--- src/scm_cfg.svh ---
/*
  Constants of the serial console monitor: character codes, selectors, widths.
  Assumes inclusion by bare name from the monitor design file only.
*/
// Functional notes
// (RULE1) Slash after specifier opens location, prints six digits and a space.
// (RULE2) Bare slash reopens previous location, only as first character after prompt.
// (RULE3) Bare slash before any open location answers question mark, CR, LF.
// (RULE4) Octal specifiers need no leading zeros.
// (RULE5) CR closes location, deposits typed data, else leaves it unchanged.
// (RULE6) CR is echoed, then CR, LF and prompt follow.
// (RULE7) LF closes, stores data, opens next: address plus two, register plus one.
// (RULE8) LF on open status word closes it, prints CR LF prompt, opens nothing.
// (RULE9) LF from program counter wraps to register zero.
// (RULE10) LF from last address of 32-Kword segment wraps to segment start.
// (RULE11) LF is not echoed; CR then LF are printed instead.
// (RULE12) Codes 0, 2, 10 not echoed; answered with ?, CR, LF, prompt.
// (RULE13) Dollar or R then digit or S opens that register or status word.
// (RULE14) Last designator character selects; trailing 077 or 477 means status word.
// (RULE15) Operator types S only after a register designator.
// (RULE16) Status word deposits leave the trace bit unchanged.
// (RULE17) Go: echo, two nulls, load counter, clear status words, initialise bus.
// (RULE18) After go, service state; halt asserted returns to monitor without running.
// (RULE19) Proceed resumes at counter, unchanged state, start as echo begins.
// (RULE20) Halt recognised at instruction end; monitor re-entered, prints counter.
// (RULE21) Physical address is 18 bits in one variant and 22 in the other.
// (RULE22) Halt-toggle command flips internal halt flip-flop where supported.
// (RULE23) Typed octal digits accumulate into one specifier or data value.
`ifndef SCM_CFG_SVH
`define SCM_CFG_SVH
`define SCM_CH_NUL 8'h00
`define SCM_CH_STX 8'h02
`define SCM_CH_BS 8'h08
`define SCM_CH_LF 8'h0A
`define SCM_CH_CR 8'h0D
`define SCM_CH_SP 8'h20
`define SCM_CH_DOL 8'h24
`define SCM_CH_SLASH 8'h2F
`define SCM_CH_ZERO 8'h30
`define SCM_CH_SEVEN 8'h37
`define SCM_CH_QM 8'h3F
`define SCM_CH_AT 8'h40
`define SCM_CH_G 8'h47
`define SCM_CH_H 8'h48
`define SCM_CH_P 8'h50
`define SCM_CH_R 8'h52
`define SCM_CH_S 8'h53
`define SCM_PSW_SEL 9'h03F
`define SCM_PSW_SEL_ALT 9'h13F
`define SCM_TRACE_BIT 4
`define SCM_SEG_BITS 16
`define SCM_PC_REG 3'h7
`define SCM_PRINT_DIGITS 6
`endif

--- src/scm_pkg.sv ---
/*
  Types shared by the console monitor modules.
  Assumes nothing beyond the constants header.
*/
package scm_pkg;
  typedef enum logic [1:0] {
    SCM_LOC_NONE,
    SCM_LOC_BUS,
    SCM_LOC_REG,
    SCM_LOC_PSW
  } scm_loc_t;
endpackage : scm_pkg

--- src/scm_tx_if.sv ---
/*
  Character hand-off from the command interpreter to the output sequencer.
  Assumes one clock; valid held until ready.
*/
`timescale 1ns/1ps
`default_nettype none
interface scm_tx_if;
  logic valid;
  logic ready;
  logic [7:0] data;
  modport src (output valid, output data, input ready);
  modport snk (input valid, input data, output ready);
endinterface : scm_tx_if
`default_nettype wire

--- src/scm_monitor.sv ---
/*
  Console monitor: interprets received characters, examines and deposits
  bus words, general registers and the status word, starts and resumes the
  processor. Assumes a receiver giving one-cycle character strobes, a bus
  port with request/done handshake, and a processor core with run/halt.
*/
`timescale 1ns/1ps
`default_nettype none
`include "scm_cfg.svh"
module scm_monitor #(
  // (RULE21) Address width per variant
  parameter int ADDR_W = 22,
  parameter bit HALT_TOGGLE_EN = 1'b0
) (
  input wire logic i_ref_clk,
  input wire logic i_rst,
  input wire logic i_rx_valid,
  input wire logic [7:0] i_rx_data,
  input wire logic i_tx_ready,
  output logic o_tx_valid,
  output logic [7:0] o_tx_data,
  output logic o_mem_req,
  output logic o_mem_we,
  output logic [ADDR_W-1:0] o_mem_addr,
  output logic [15:0] o_mem_wdata,
  input wire logic [15:0] i_mem_rdata,
  input wire logic i_mem_done,
  output logic o_reg_we,
  output logic [2:0] o_reg_sel,
  output logic [15:0] o_reg_wdata,
  input wire logic [15:0] i_reg_rdata,
  output logic o_psw_we,
  output logic [15:0] o_psw_wdata,
  input wire logic [15:0] i_psw_rdata,
  output logic o_fps_clear,
  output logic o_bus_init,
  output logic o_run,
  input wire logic i_halt_sw,
  input wire logic i_core_halted,
  input wire logic [15:0] i_pc,
  output logic o_halt_ff
);
  if (ADDR_W != 18 && ADDR_W != 22) begin : g_bad_addr_w
    $error("ADDR_W must be 18 or 22");
  end

  typedef enum logic [3:0] {
    SCM_ST_PROMPT, SCM_ST_IDLE, SCM_ST_FETCH, SCM_ST_PRINT, SCM_ST_STORE,
    SCM_ST_MSG, SCM_ST_START, SCM_ST_RUN, SCM_ST_REENTRY
  } scm_state_t;

  scm_tx_if txc ();
  scm_tx_stage u_tx (
    .i_ref_clk(i_ref_clk),
    .i_rst(i_rst),
    .tx(txc),
    .i_tx_ready(i_tx_ready),
    .o_tx_valid(o_tx_valid),
    .o_tx_data(o_tx_data)
  );

  scm_state_t st_r;
  scm_pkg::scm_loc_t loc_r;
  logic [ADDR_W-1:0] addr_r;
  logic [2:0] reg_r;
  // Accumulator as wide as an address, so upper address digits survive
  logic [ADDR_W-1:0] acc_r;
  logic [15:0] word_r, pc_show_r;
  logic [8:0] desig_r;
  logic have_r, first_r, opened_r, in_reg_r, desig_s_r, closed_r;
  logic [1:0] after_r;
  logic [7:0] msg_r [0:7];
  logic [2:0] msg_len_r, msg_idx_r;
  logic [1:0] go_step_r;
  logic halt_q1_r, halt_q2_r;

  // Forms the character of an octal digit given as three bits
  function automatic logic [7:0] scm_oct_char(input logic [2:0] d);
    return {5'b00110, d};
  endfunction : scm_oct_char

  function automatic logic scm_is_oct(input logic [7:0] c);
    return c >= `SCM_CH_ZERO && c <= `SCM_CH_SEVEN;
  endfunction : scm_is_oct

  wire take = i_rx_valid && st_r == SCM_ST_IDLE;
  wire halt_req = halt_q2_r || o_halt_ff;
  wire [15:0] dep_word = (loc_r == scm_pkg::SCM_LOC_PSW) ?
    // (RULE16) Trace bit kept
    {acc_r[15:`SCM_TRACE_BIT+1], i_psw_rdata[`SCM_TRACE_BIT], acc_r[`SCM_TRACE_BIT-1:0]} :
    acc_r[15:0];

  // Halt switch is an off-chip level
  always_ff @(posedge i_ref_clk) begin
    if (i_rst) begin
      halt_q1_r <= 1'b0;
      halt_q2_r <= 1'b0;
    end else begin
      halt_q1_r <= i_halt_sw;
      halt_q2_r <= halt_q1_r;
    end
  end

  // Message sender: one character per accepted hand-off
  assign txc.valid = st_r == SCM_ST_MSG;
  assign txc.data = msg_r[msg_idx_r];

  always_ff @(posedge i_ref_clk) begin
    if (i_rst) begin
      st_r <= SCM_ST_PROMPT;
      loc_r <= scm_pkg::SCM_LOC_NONE;
      addr_r <= '0;
      reg_r <= 3'h0;
      acc_r <= '0;
      word_r <= 16'h0000;
      pc_show_r <= 16'h0000;
      desig_r <= 9'h000;
      have_r <= 1'b0;
      first_r <= 1'b1;
      opened_r <= 1'b0;
      in_reg_r <= 1'b0;
      desig_s_r <= 1'b0;
      closed_r <= 1'b1;
      after_r <= 2'h0;
      msg_len_r <= 3'h0;
      msg_idx_r <= 3'h0;
      go_step_r <= 2'h0;
      o_mem_req <= 1'b0;
      o_mem_we <= 1'b0;
      o_mem_addr <= '0;
      o_mem_wdata <= 16'h0000;
      o_reg_we <= 1'b0;
      o_reg_sel <= 3'h0;
      o_reg_wdata <= 16'h0000;
      o_psw_we <= 1'b0;
      o_psw_wdata <= 16'h0000;
      o_fps_clear <= 1'b0;
      o_bus_init <= 1'b0;
      o_run <= 1'b0;
      o_halt_ff <= 1'b0;
      for (int i = 0; i < 8; i++) begin
        msg_r[i] <= 8'h00;
      end
    end else begin
      o_reg_we <= 1'b0;
      o_psw_we <= 1'b0;
      o_fps_clear <= 1'b0;
      o_bus_init <= 1'b0;
      unique case (st_r)
        SCM_ST_PROMPT: begin
          msg_r[0] <= `SCM_CH_AT;
          msg_len_r <= 3'h0;
          msg_idx_r <= 3'h0;
          after_r <= 2'h2;
          first_r <= 1'b1;
          have_r <= 1'b0;
          acc_r <= '0;
          in_reg_r <= 1'b0;
          desig_s_r <= 1'b0;
          st_r <= SCM_ST_MSG;
        end
        SCM_ST_IDLE: begin
          if (take) begin
            first_r <= 1'b0;
            if (i_rx_data == `SCM_CH_NUL || i_rx_data == `SCM_CH_STX ||
                i_rx_data == `SCM_CH_BS) begin
              // (RULE12) Reject unechoed codes
              msg_r[0] <= `SCM_CH_QM;
              msg_r[1] <= `SCM_CH_CR;
              msg_r[2] <= `SCM_CH_LF;
              msg_len_r <= 3'h2;
              msg_idx_r <= 3'h0;
              after_r <= 2'h1;
              st_r <= SCM_ST_MSG;
            end else if (scm_is_oct(i_rx_data)) begin
              if (in_reg_r) begin
                desig_r <= {desig_r[5:0], i_rx_data[2:0]};
                desig_s_r <= 1'b0;
              end else begin
                // (RULE4) (RULE23) Accumulate octal
                acc_r <= {acc_r[ADDR_W-4:0], i_rx_data[2:0]};
              end
              have_r <= 1'b1;
              msg_r[0] <= i_rx_data;
              msg_len_r <= 3'h0;
              msg_idx_r <= 3'h0;
              after_r <= 2'h2;
              st_r <= SCM_ST_MSG;
            end else if (i_rx_data == `SCM_CH_DOL || i_rx_data == `SCM_CH_R) begin
              in_reg_r <= 1'b1;
              desig_r <= 9'h000;
              msg_r[0] <= i_rx_data;
              msg_len_r <= 3'h0;
              msg_idx_r <= 3'h0;
              after_r <= 2'h2;
              st_r <= SCM_ST_MSG;
            end else if (i_rx_data == `SCM_CH_S && in_reg_r) begin
              // (RULE15) S only after designator
              desig_s_r <= 1'b1;
              have_r <= 1'b1;
              msg_r[0] <= i_rx_data;
              msg_len_r <= 3'h0;
              msg_idx_r <= 3'h0;
              after_r <= 2'h2;
              st_r <= SCM_ST_MSG;
            end else if (i_rx_data == `SCM_CH_SLASH) begin
              msg_r[0] <= i_rx_data;
              msg_len_r <= 3'h0;
              msg_idx_r <= 3'h0;
              if (in_reg_r) begin
                // (RULE13) (RULE14) Register select
                if (desig_s_r || desig_r == `SCM_PSW_SEL || desig_r == `SCM_PSW_SEL_ALT) begin
                  loc_r <= scm_pkg::SCM_LOC_PSW;
                end else begin
                  loc_r <= scm_pkg::SCM_LOC_REG;
                  reg_r <= desig_r[2:0];
                end
                after_r <= 2'h3;
              end else if (have_r) begin
                // (RULE1) Open bus location
                loc_r <= scm_pkg::SCM_LOC_BUS;
                addr_r <= acc_r;
                after_r <= 2'h3;
              end else if (first_r && opened_r) begin
                // (RULE2) Reopen previous
                after_r <= 2'h3;
              end else begin
                // (RULE3) Nothing opened yet, or bare slash not first after prompt
                msg_r[1] <= `SCM_CH_QM;
                msg_r[2] <= `SCM_CH_CR;
                msg_r[3] <= `SCM_CH_LF;
                msg_len_r <= 3'h3;
                after_r <= 2'h1;
              end
              acc_r <= '0;
              have_r <= 1'b0;
              in_reg_r <= 1'b0;
              st_r <= SCM_ST_MSG;
            end else if (i_rx_data == `SCM_CH_CR || i_rx_data == `SCM_CH_LF) begin
              if (!closed_r && have_r) begin
                // (RULE5) Deposit before close
                st_r <= SCM_ST_STORE;
                o_mem_we <= loc_r == scm_pkg::SCM_LOC_BUS;
                o_mem_req <= loc_r == scm_pkg::SCM_LOC_BUS;
                o_mem_addr <= addr_r;
                o_mem_wdata <= dep_word;
                o_reg_we <= loc_r == scm_pkg::SCM_LOC_REG;
                o_reg_wdata <= dep_word;
                o_psw_we <= loc_r == scm_pkg::SCM_LOC_PSW;
                o_psw_wdata <= dep_word;
              end else begin
                st_r <= SCM_ST_MSG;
              end
              closed_r <= 1'b1;
              msg_idx_r <= 3'h0;
              if (i_rx_data == `SCM_CH_CR) begin
                // (RULE6) Echo then CR LF prompt
                msg_r[0] <= `SCM_CH_CR;
                msg_r[1] <= `SCM_CH_CR;
                msg_r[2] <= `SCM_CH_LF;
                msg_len_r <= 3'h2;
                after_r <= 2'h1;
              end else begin
                // (RULE11) No echo of LF
                msg_r[0] <= `SCM_CH_CR;
                msg_r[1] <= `SCM_CH_LF;
                msg_len_r <= 3'h1;
                if (closed_r || loc_r == scm_pkg::SCM_LOC_PSW) begin
                  // (RULE8) Status word or nothing open: close only
                  after_r <= 2'h1;
                end else begin
                  after_r <= 2'h3;
                  if (loc_r == scm_pkg::SCM_LOC_REG) begin
                    // (RULE9) Register wrap
                    reg_r <= reg_r + 3'h1;
                  end else begin
                    // (RULE7) (RULE10) Step within segment
                    addr_r <= {addr_r[ADDR_W-1:`SCM_SEG_BITS],
                               addr_r[`SCM_SEG_BITS-1:0] + `SCM_SEG_BITS'(2)};
                  end
                  msg_r[2] <= (loc_r == scm_pkg::SCM_LOC_REG) ? `SCM_CH_R : 8'h00;
                  msg_len_r <= (loc_r == scm_pkg::SCM_LOC_REG) ? 3'h4 : 3'h1;
                  msg_r[3] <= scm_oct_char(reg_r + 3'h1);
                  msg_r[4] <= `SCM_CH_SLASH;
                end
              end
              acc_r <= '0;
              have_r <= 1'b0;
            end else if (i_rx_data == `SCM_CH_G) begin
              // (RULE17) Echo and two nulls
              msg_r[0] <= `SCM_CH_G;
              msg_r[1] <= `SCM_CH_NUL;
              msg_r[2] <= `SCM_CH_NUL;
              msg_len_r <= 3'h2;
              msg_idx_r <= 3'h0;
              after_r <= 2'h0;
              go_step_r <= 2'h1;
              st_r <= SCM_ST_MSG;
            end else if (i_rx_data == `SCM_CH_P) begin
              // (RULE19) Start as echo begins
              msg_r[0] <= `SCM_CH_P;
              msg_len_r <= 3'h0;
              msg_idx_r <= 3'h0;
              after_r <= 2'h0;
              go_step_r <= 2'h0;
              o_run <= 1'b1;
              st_r <= SCM_ST_MSG;
            end else if (i_rx_data == `SCM_CH_H && HALT_TOGGLE_EN) begin
              // (RULE22) Toggle halt flip-flop
              o_halt_ff <= !o_halt_ff;
              msg_r[0] <= `SCM_CH_H;
              msg_r[1] <= `SCM_CH_CR;
              msg_r[2] <= `SCM_CH_LF;
              msg_len_r <= 3'h2;
              msg_idx_r <= 3'h0;
              after_r <= 2'h1;
              st_r <= SCM_ST_MSG;
            end else begin
              msg_r[0] <= `SCM_CH_QM;
              msg_r[1] <= `SCM_CH_CR;
              msg_r[2] <= `SCM_CH_LF;
              msg_len_r <= 3'h2;
              msg_idx_r <= 3'h0;
              after_r <= 2'h1;
              st_r <= SCM_ST_MSG;
            end
          end
        end
        SCM_ST_STORE: begin
          if (!o_mem_req || i_mem_done) begin
            o_mem_req <= 1'b0;
            o_mem_we <= 1'b0;
            st_r <= SCM_ST_MSG;
          end
        end
        SCM_ST_MSG: begin
          if (txc.ready) begin
            msg_idx_r <= msg_idx_r + 3'h1;
            if (msg_idx_r == msg_len_r) begin
              msg_idx_r <= 3'h0;
              if (go_step_r != 2'h0) begin
                st_r <= SCM_ST_START;
              end else if (o_run) begin
                st_r <= SCM_ST_RUN;
              end else begin
                unique case (after_r)
                  2'h0: st_r <= SCM_ST_PRINT;
                  2'h1: st_r <= SCM_ST_PROMPT;
                  2'h2: st_r <= SCM_ST_IDLE;
                  2'h3: st_r <= SCM_ST_FETCH;
                endcase
              end
            end
          end
        end
        SCM_ST_FETCH: begin
          opened_r <= 1'b1;
          closed_r <= 1'b0;
          if (loc_r == scm_pkg::SCM_LOC_BUS) begin
            o_mem_req <= 1'b1;
            o_mem_addr <= addr_r;
            if (o_mem_req && i_mem_done) begin
              o_mem_req <= 1'b0;
              word_r <= i_mem_rdata;
              st_r <= SCM_ST_PRINT;
            end
          end else begin
            o_reg_sel <= reg_r;
            word_r <= (loc_r == scm_pkg::SCM_LOC_PSW) ? i_psw_rdata : i_reg_rdata;
            st_r <= (o_reg_sel == reg_r) ? SCM_ST_PRINT : SCM_ST_FETCH;
          end
        end
        SCM_ST_PRINT: begin
          // (RULE1) Six digits then space
          msg_r[0] <= {7'b0011000, word_r[15]};
          for (int i = 1; i < `SCM_PRINT_DIGITS; i++) begin
            msg_r[i] <= scm_oct_char(word_r[17-3*i -: 3]);
          end
          msg_r[`SCM_PRINT_DIGITS] <= `SCM_CH_SP;
          msg_len_r <= 3'(`SCM_PRINT_DIGITS);
          msg_idx_r <= 3'h0;
          after_r <= (loc_r == scm_pkg::SCM_LOC_NONE) ? 2'h1 : 2'h2;
          st_r <= SCM_ST_MSG;
        end
        SCM_ST_START: begin
          go_step_r <= go_step_r + 2'h1;
          if (go_step_r == 2'h1) begin
            // (RULE17) Load counter, clear status
            o_reg_sel <= `SCM_PC_REG;
            o_reg_wdata <= have_r ? acc_r[15:0] : 16'h0000;
            o_reg_we <= 1'b1;
            o_psw_wdata <= 16'h0000;
            o_psw_we <= 1'b1;
            o_fps_clear <= 1'b1;
          end else if (go_step_r == 2'h2) begin
            o_bus_init <= 1'b1;
          end else begin
            // (RULE18) Halt skips the program
            go_step_r <= 2'h0;
            if (halt_req) begin
              st_r <= SCM_ST_PROMPT;
            end else begin
              o_run <= 1'b1;
              st_r <= SCM_ST_RUN;
            end
          end
        end
        SCM_ST_RUN: begin
          if (o_run && i_core_halted) begin
            // (RULE20) Re-entry prints counter
            o_run <= 1'b0;
            pc_show_r <= i_pc;
            st_r <= SCM_ST_REENTRY;
          end
        end
        SCM_ST_REENTRY: begin
          word_r <= pc_show_r;
          loc_r <= scm_pkg::SCM_LOC_NONE;
          msg_r[0] <= `SCM_CH_CR;
          msg_r[1] <= `SCM_CH_LF;
          msg_len_r <= 3'h1;
          msg_idx_r <= 3'h0;
          after_r <= 2'h0;
          st_r <= SCM_ST_MSG;
          go_step_r <= 2'h0;
          closed_r <= 1'b1;
          have_r <= 1'b0;
        end
      endcase
    end
  end
endmodule : scm_monitor
`default_nettype wire

--- src/scm_tx_stage.sv ---
/*
  One-character output stage towards the serial transmitter.
  Assumes the transmitter raises i_tx_ready when it can take a character.
*/
`timescale 1ns/1ps
`default_nettype none
module scm_tx_stage (
  input wire logic i_ref_clk,
  input wire logic i_rst,
  scm_tx_if.snk tx,
  input wire logic i_tx_ready,
  output logic o_tx_valid,
  output logic [7:0] o_tx_data
);
  assign tx.ready = !o_tx_valid;
  always_ff @(posedge i_ref_clk) begin
    if (i_rst) begin
      o_tx_valid <= 1'b0;
      o_tx_data <= 8'h00;
    end else if (tx.valid && !o_tx_valid) begin
      o_tx_valid <= 1'b1;
      o_tx_data <= tx.data;
    end else if (o_tx_valid && i_tx_ready) begin
      o_tx_valid <= 1'b0;
    end
  end
endmodule : scm_tx_stage
`default_nettype wire

--- config.mk ---
export PLATFORM = sky130hd
export DESIGN_NAME = scm_monitor
export DESIGN_NICKNAME = d
export VERILOG_FILES = /design/src/scm_pkg.sv /design/src/scm_tx_if.sv /design/src/scm_monitor.sv /design/src/scm_tx_stage.sv
export VERILOG_INCLUDE_DIRS = /design/src
export SDC_FILE = /design/constraint.sdc
export NUM_CORES = 1
export LEC_CHECK = 0
export BUFFER_PORTS_ARGS = -buffer_cell sky130_fd_sc_hd__buf_4
export CAP_MARGIN = 20
export CORE_MARGIN = 2
export CORE_UTILIZATION = 52
export DETAILED_ROUTE_END_ITERATION = 12
export PLACE_DENSITY_LB_ADDON = 0.05
export SKIP_LAST_GASP = 1
export SLEW_MARGIN = 20
export SYNTH_ARGS = -nofsm -noshare
export SYNTH_HDL_FRONTEND = slang
export SYNTH_SLANG_ARGS = --single-unit
export TNS_END_PERCENT = 10
--- constraint.sdc ---
create_clock -name i_ref_clk -period 2.45 [get_ports i_ref_clk]
set_input_delay 0.3675 -clock i_ref_clk [delete_from_list [all_inputs] [get_ports i_ref_clk]]
set_output_delay 0.3675 -clock i_ref_clk [all_outputs]
set_load 0.01 [all_outputs]
==> results.txt <==
----------------------------------------------------
[Logic synthesis]
  Number of instances in the synthesized netlist ... 1303
  Top cell type's share of synthesized area ... 35.9%
  Share of synthesized area occupied by flip-flops and latches ... 45.0%
  Unique masters post-synth ... 82
  Cell taking the most area after synthesis ... dfxtp_1
  Netlist area before placement ... roughly 11000 µm²
  Post-synthesis sequential element count ... 236
  Number of enable flip-flop cells after synthesis ... 34
  Most area-consuming cells after synthesis ... dfxtp_1 (36%), edfxtp_1 (9.1%), nand2_1 (6.1%), a21oi_1 (5.2%), mux2i_1 (4.5%)
  Number of warnings reported in the yosys synthesis log ... 0
  Most used standard cells in the synthesized netlist ... dfxtp_1 (202), nand2_1 (184), a21oi_1 (118), nor2_1 (113), clkbuf_1 (80)
  Leading register cell type out of synthesis ... dfxtp_1
  Average cell area after synthesis ... ~8.6 µm²
  Cell with the most instances after synthesis ... dfxtp_1
  Async set-or-reset flop fraction in the synthesized netlist ... 0%

[Floorplanning]
  Die Width ... 151 µm
  Area of the die ... between 20000 and 25000 µm²
  I/O pin count ... ~170
  Standard-cell rows ... 53
  Placeable core area ... 21200 µm²
  Die H ... 151 µm
  Initial cell density of the core ... 53.2%

[STA]
  Final worst path period need ... between 2 and 2.5 ns
  Total count of hold-check failures in the final report ... 0
  Fin worst setup slack ... 0.178 ns
  Setup TNS ... 0 ns
  Slew margin rel. ... 44.7%
  Setup clock skew after layout ... 0.00898 ns
  Number of failing setup endpoints in the final timing report ... 0
  Number of pins with negative max-slew slack in the final report ... 0
  Measured slew at the worst slew-check pin ... 0.826 ns
  Fmax achieved ... approximately 440 MHz
  Unrepaired setup endpoints after global routing ... no
  Final hold slack ... between 0.05 and 0.06 ns
  Period utilisation layout ... slightly above 90%

[Critical path]
  Worst Setup Start Kind ... flop
  Reg-to-reg endpoint ... msg_r[2][5]
  Req. time, crit path ... around 2.7 ns
  Arrival time at the worst endpoint ... 2.50 ns
  Endpoint kind of the worst setup timing path ... flop
  Startpoint-to-endpoint class of the critical path ... flop to flop
  Worst R2R Setup Slack ... between 0.15 and 0.2 ns
  Biggest fanout along the worst timing path ... 7
  Depth of the worst register-to-register path ... 8
  Worst reg2reg path startpoint ... st_r[3]

[Global routing]
  Via count of the first global-routing pass ... 9987
  First-pass GRT wire length ... approximately 55 mm
  All-Layer GR Usage ... 30.4%
  Largest net degree at the start of global routing ... 153
  Number of antenna violations at the first check in global routing ... 1
  Sum of overflow across all layers after global routing ... 0

[Min path]
  Hold Path Stages ... 2
  Classification of the worst-slack hold path ... primary input to flop
  Hold Path End ... halt_q1_r
  Min-Delay Startpoint ... i_halt_sw

[Power and ir drop]
  Pwr per Cell Area ... 766 nW/µm²
  Proportion of power drawn by combinational gates ... 24.4%
  Worst voltage drop across the vdd grid ... 0.491 mV
  Fraction of power spent switching nets ... 30.2%
  Sequential group share of total power ... 41.2%
  Leakage power ... 5.40 nW
  Power dissipated by switching net loads ... 0.00329 W
  Part of the power in the clock network ... roughly 34%
  Int Power ... 0.00759 W

[Drt]
  Detail Route Antenna Nets ... 0
  Avg WL per Cell ... just under 20 µm
  Sum of routed wire length over all layers ... 34.7 mm
  Routed vias/inst ... 5.95
  First-pass iteration count of the detailed router ... 6
  Vias ... 10670
  Initial DRC count ... 842
  DRC violation count after routing ... 0

[Clocking]
  TritonCTS clock tree ... done
  Clock transition at the register clock pins on the worst setup and hold paths after CTS ... 0.06 ns
  Setup Fix Bufs, Post-CTS ... 0
  H-tree depth ... 1
  Maximum root-to-sink buffer count ... 3
  Number of CTS-inserted buffers ... 25
  Sink Count ... approximately 240
  Total of cells resized after clock tree synthesis ... 0
  Clock insertion delay at the later pin of the skew report ... between 0.5 and 0.6 ns
  Clock tree root driver cell ... clkbuf_16
  Number of buffers inserted by hold repair at cts ... 0

[Layout]
  Layout Cell Area excl Fill ... 14200 µm²
  Area delta synth->final ... 26.2%
  Fill cell count ... 1737
  Multi-input gate area in the final layout ... ~5700 µm²
  Antenna diodes ... 0
  Storage cell area ... 5060 µm²
  Fraction of final layout cells with drive strength greater than 1 ... 23.1%
  Net total in the final layout ... around 1600

[Placed design]
  Quantity of I/O buffers inserted on ports ... 167
  RD Place Congestion ... 0.971
  Placed wire-length estimate after detailed placement ... 25.0 mm
  Post-DP Area ... 13400 µm²
  Worst-case setup slack after placement ... -0.152 ns

[Job]
  Number of maximum-capacitance violations ... 0

[Run status]
  Run status ... finished clean

----------------------------------------------------
[worst max-delay path by stage]
stage	endpoint	from	depth (start not counted)	slack, ns
after floorplan	msg_r[2][0]	i_rx_data[6]	8	0.0007
after global placement	msg_r[2][2]	i_rx_data[4]	8	-0.19
after detailed placement	msg_r[0][6]	i_rx_data[1]	7	-0.15
after CTS	o_mem_addr[19]	st_r[3]	7	0.08
after global routing	msg_r[2][3]	st_r[3]	8	0.03
final	msg_r[2][5]	st_r[3]	8	0.18
[flip-flops by register name (all words and copies together), names as in the netlist, 3 cells and up]
name            count
st_r                4
desig_r             8
msg_len_r           3
reg_r               3
o_mem_wdata        16
word_r             16
pc_show_r          16
msg_idx_r           3
addr_r             22
o_reg_wdata        16
u_tx.o_tx_data      8
o_psw_wdata        16
msg_r              36
o_mem_addr         22
acc_r              22
o_reg_sel           3
[cells in the final DEF, fill, tap and decap left out, types with 6 or more instances in the layout]
master,n
and3_1,17
o22ai_1,6
a22oi_1,9
nand3_1,51
nor2b_1,8
buf_4,266
a21oi_1,117
nor2_1,113
o21ai_0,57
inv_1,24
ha_1,7
buf_12,12
a211o_1,9
nor3_1,21
a211oi_1,49
or3_1,10
o211ai_1,12
dfxtp_1,202
mux2i_1,51
a221o_1,6
and2_1,13
a21o_1,9
nand4_1,28
nor4b_1,8
edfxtp_1,34
clkbuf_16,25
nand2_1,184
a22o_1,26
a31oi_1,6
nand2b_1,6
xnor2_1,6
[per-stage QoR]
| stage | util [%] | cells | power, W |
|---|---|---|---|
| finish | 67.2 | 1793 | 0.0109 |
| global route | 67.2 | 1793 | 0.0113 |
| CTS | 67.1 | 1793 | 0.0109 |
| detailed placement | 63.3 | 1749 | 0.00717 |
| global placement | 63.3 | 1749 | 0.00714 |
| floorplan | - | 1304 | 0.00614 |
[critical path: stages (launching register included)]
cell	delay (ns)
dfxtp_1	0.39
nor3b_1	0.22
buf_4	0.18
nand3_1	0.15
a2111oi_0	0.49
buf_4	0.20
a21oi_2	0.04
nand4_1	0.11
buf_4	0.19
[routing by layer]
metal / GRT usage, % / vias up / wire length [µm]
met5: 0 / - / 0
li1: - / 5137 / -
met4: 5.75 / 0 / 615
met2: 44.9 / 483 / 14700
met3: 7.23 / 51 / 3390
met1: 45.4 / 4999 / 16000
[area by class of cell]
class,instances,area share (%)
Clock buffer,34,4.92
Clock inverter,10,0.740
Inverter,26,0.687
Multi-Input combinational cell,934,39.8
Sequential cell,236,35.6
Tap cell,275,2.42
Timing Repair Buffer,278,15.7
[power groups by stage]
stage | Clock (W) | Sequential [W] | Combinational (W)
finish | 0.00374 | 0.00448 | 0.00266
global placement | 0 | 0.00455 | 0.00259
floorplan | 0 | 0.00448 | 0.00166
global route | 0.00394 | 0.00451 | 0.00290
CTS | 0.00379 | 0.00448 | 0.00263
detailed placement | 0 | 0.00456 | 0.00261
[cells by family (layout without fill, tap and decap cells)]
group / count (synthesis) / count (layout) / share of synthesized area (%)
AOI/OAI and AO/OA: 356 / 356 / 20.9
DFF: 236 / 236 / 45.0
other: 1 / 2 / 0.0333
adders and majority gates: 7 / 7 / 0.778
xor gates and xnor gates: 9 / 9 / 0.700
and+or+nand+nor: 503 / 503 / 21.9
buffers and inverters: 134 / 348 / 5.02
muxes: 57 / 57 / 5.64
Power figures use the tool's default switching activity.
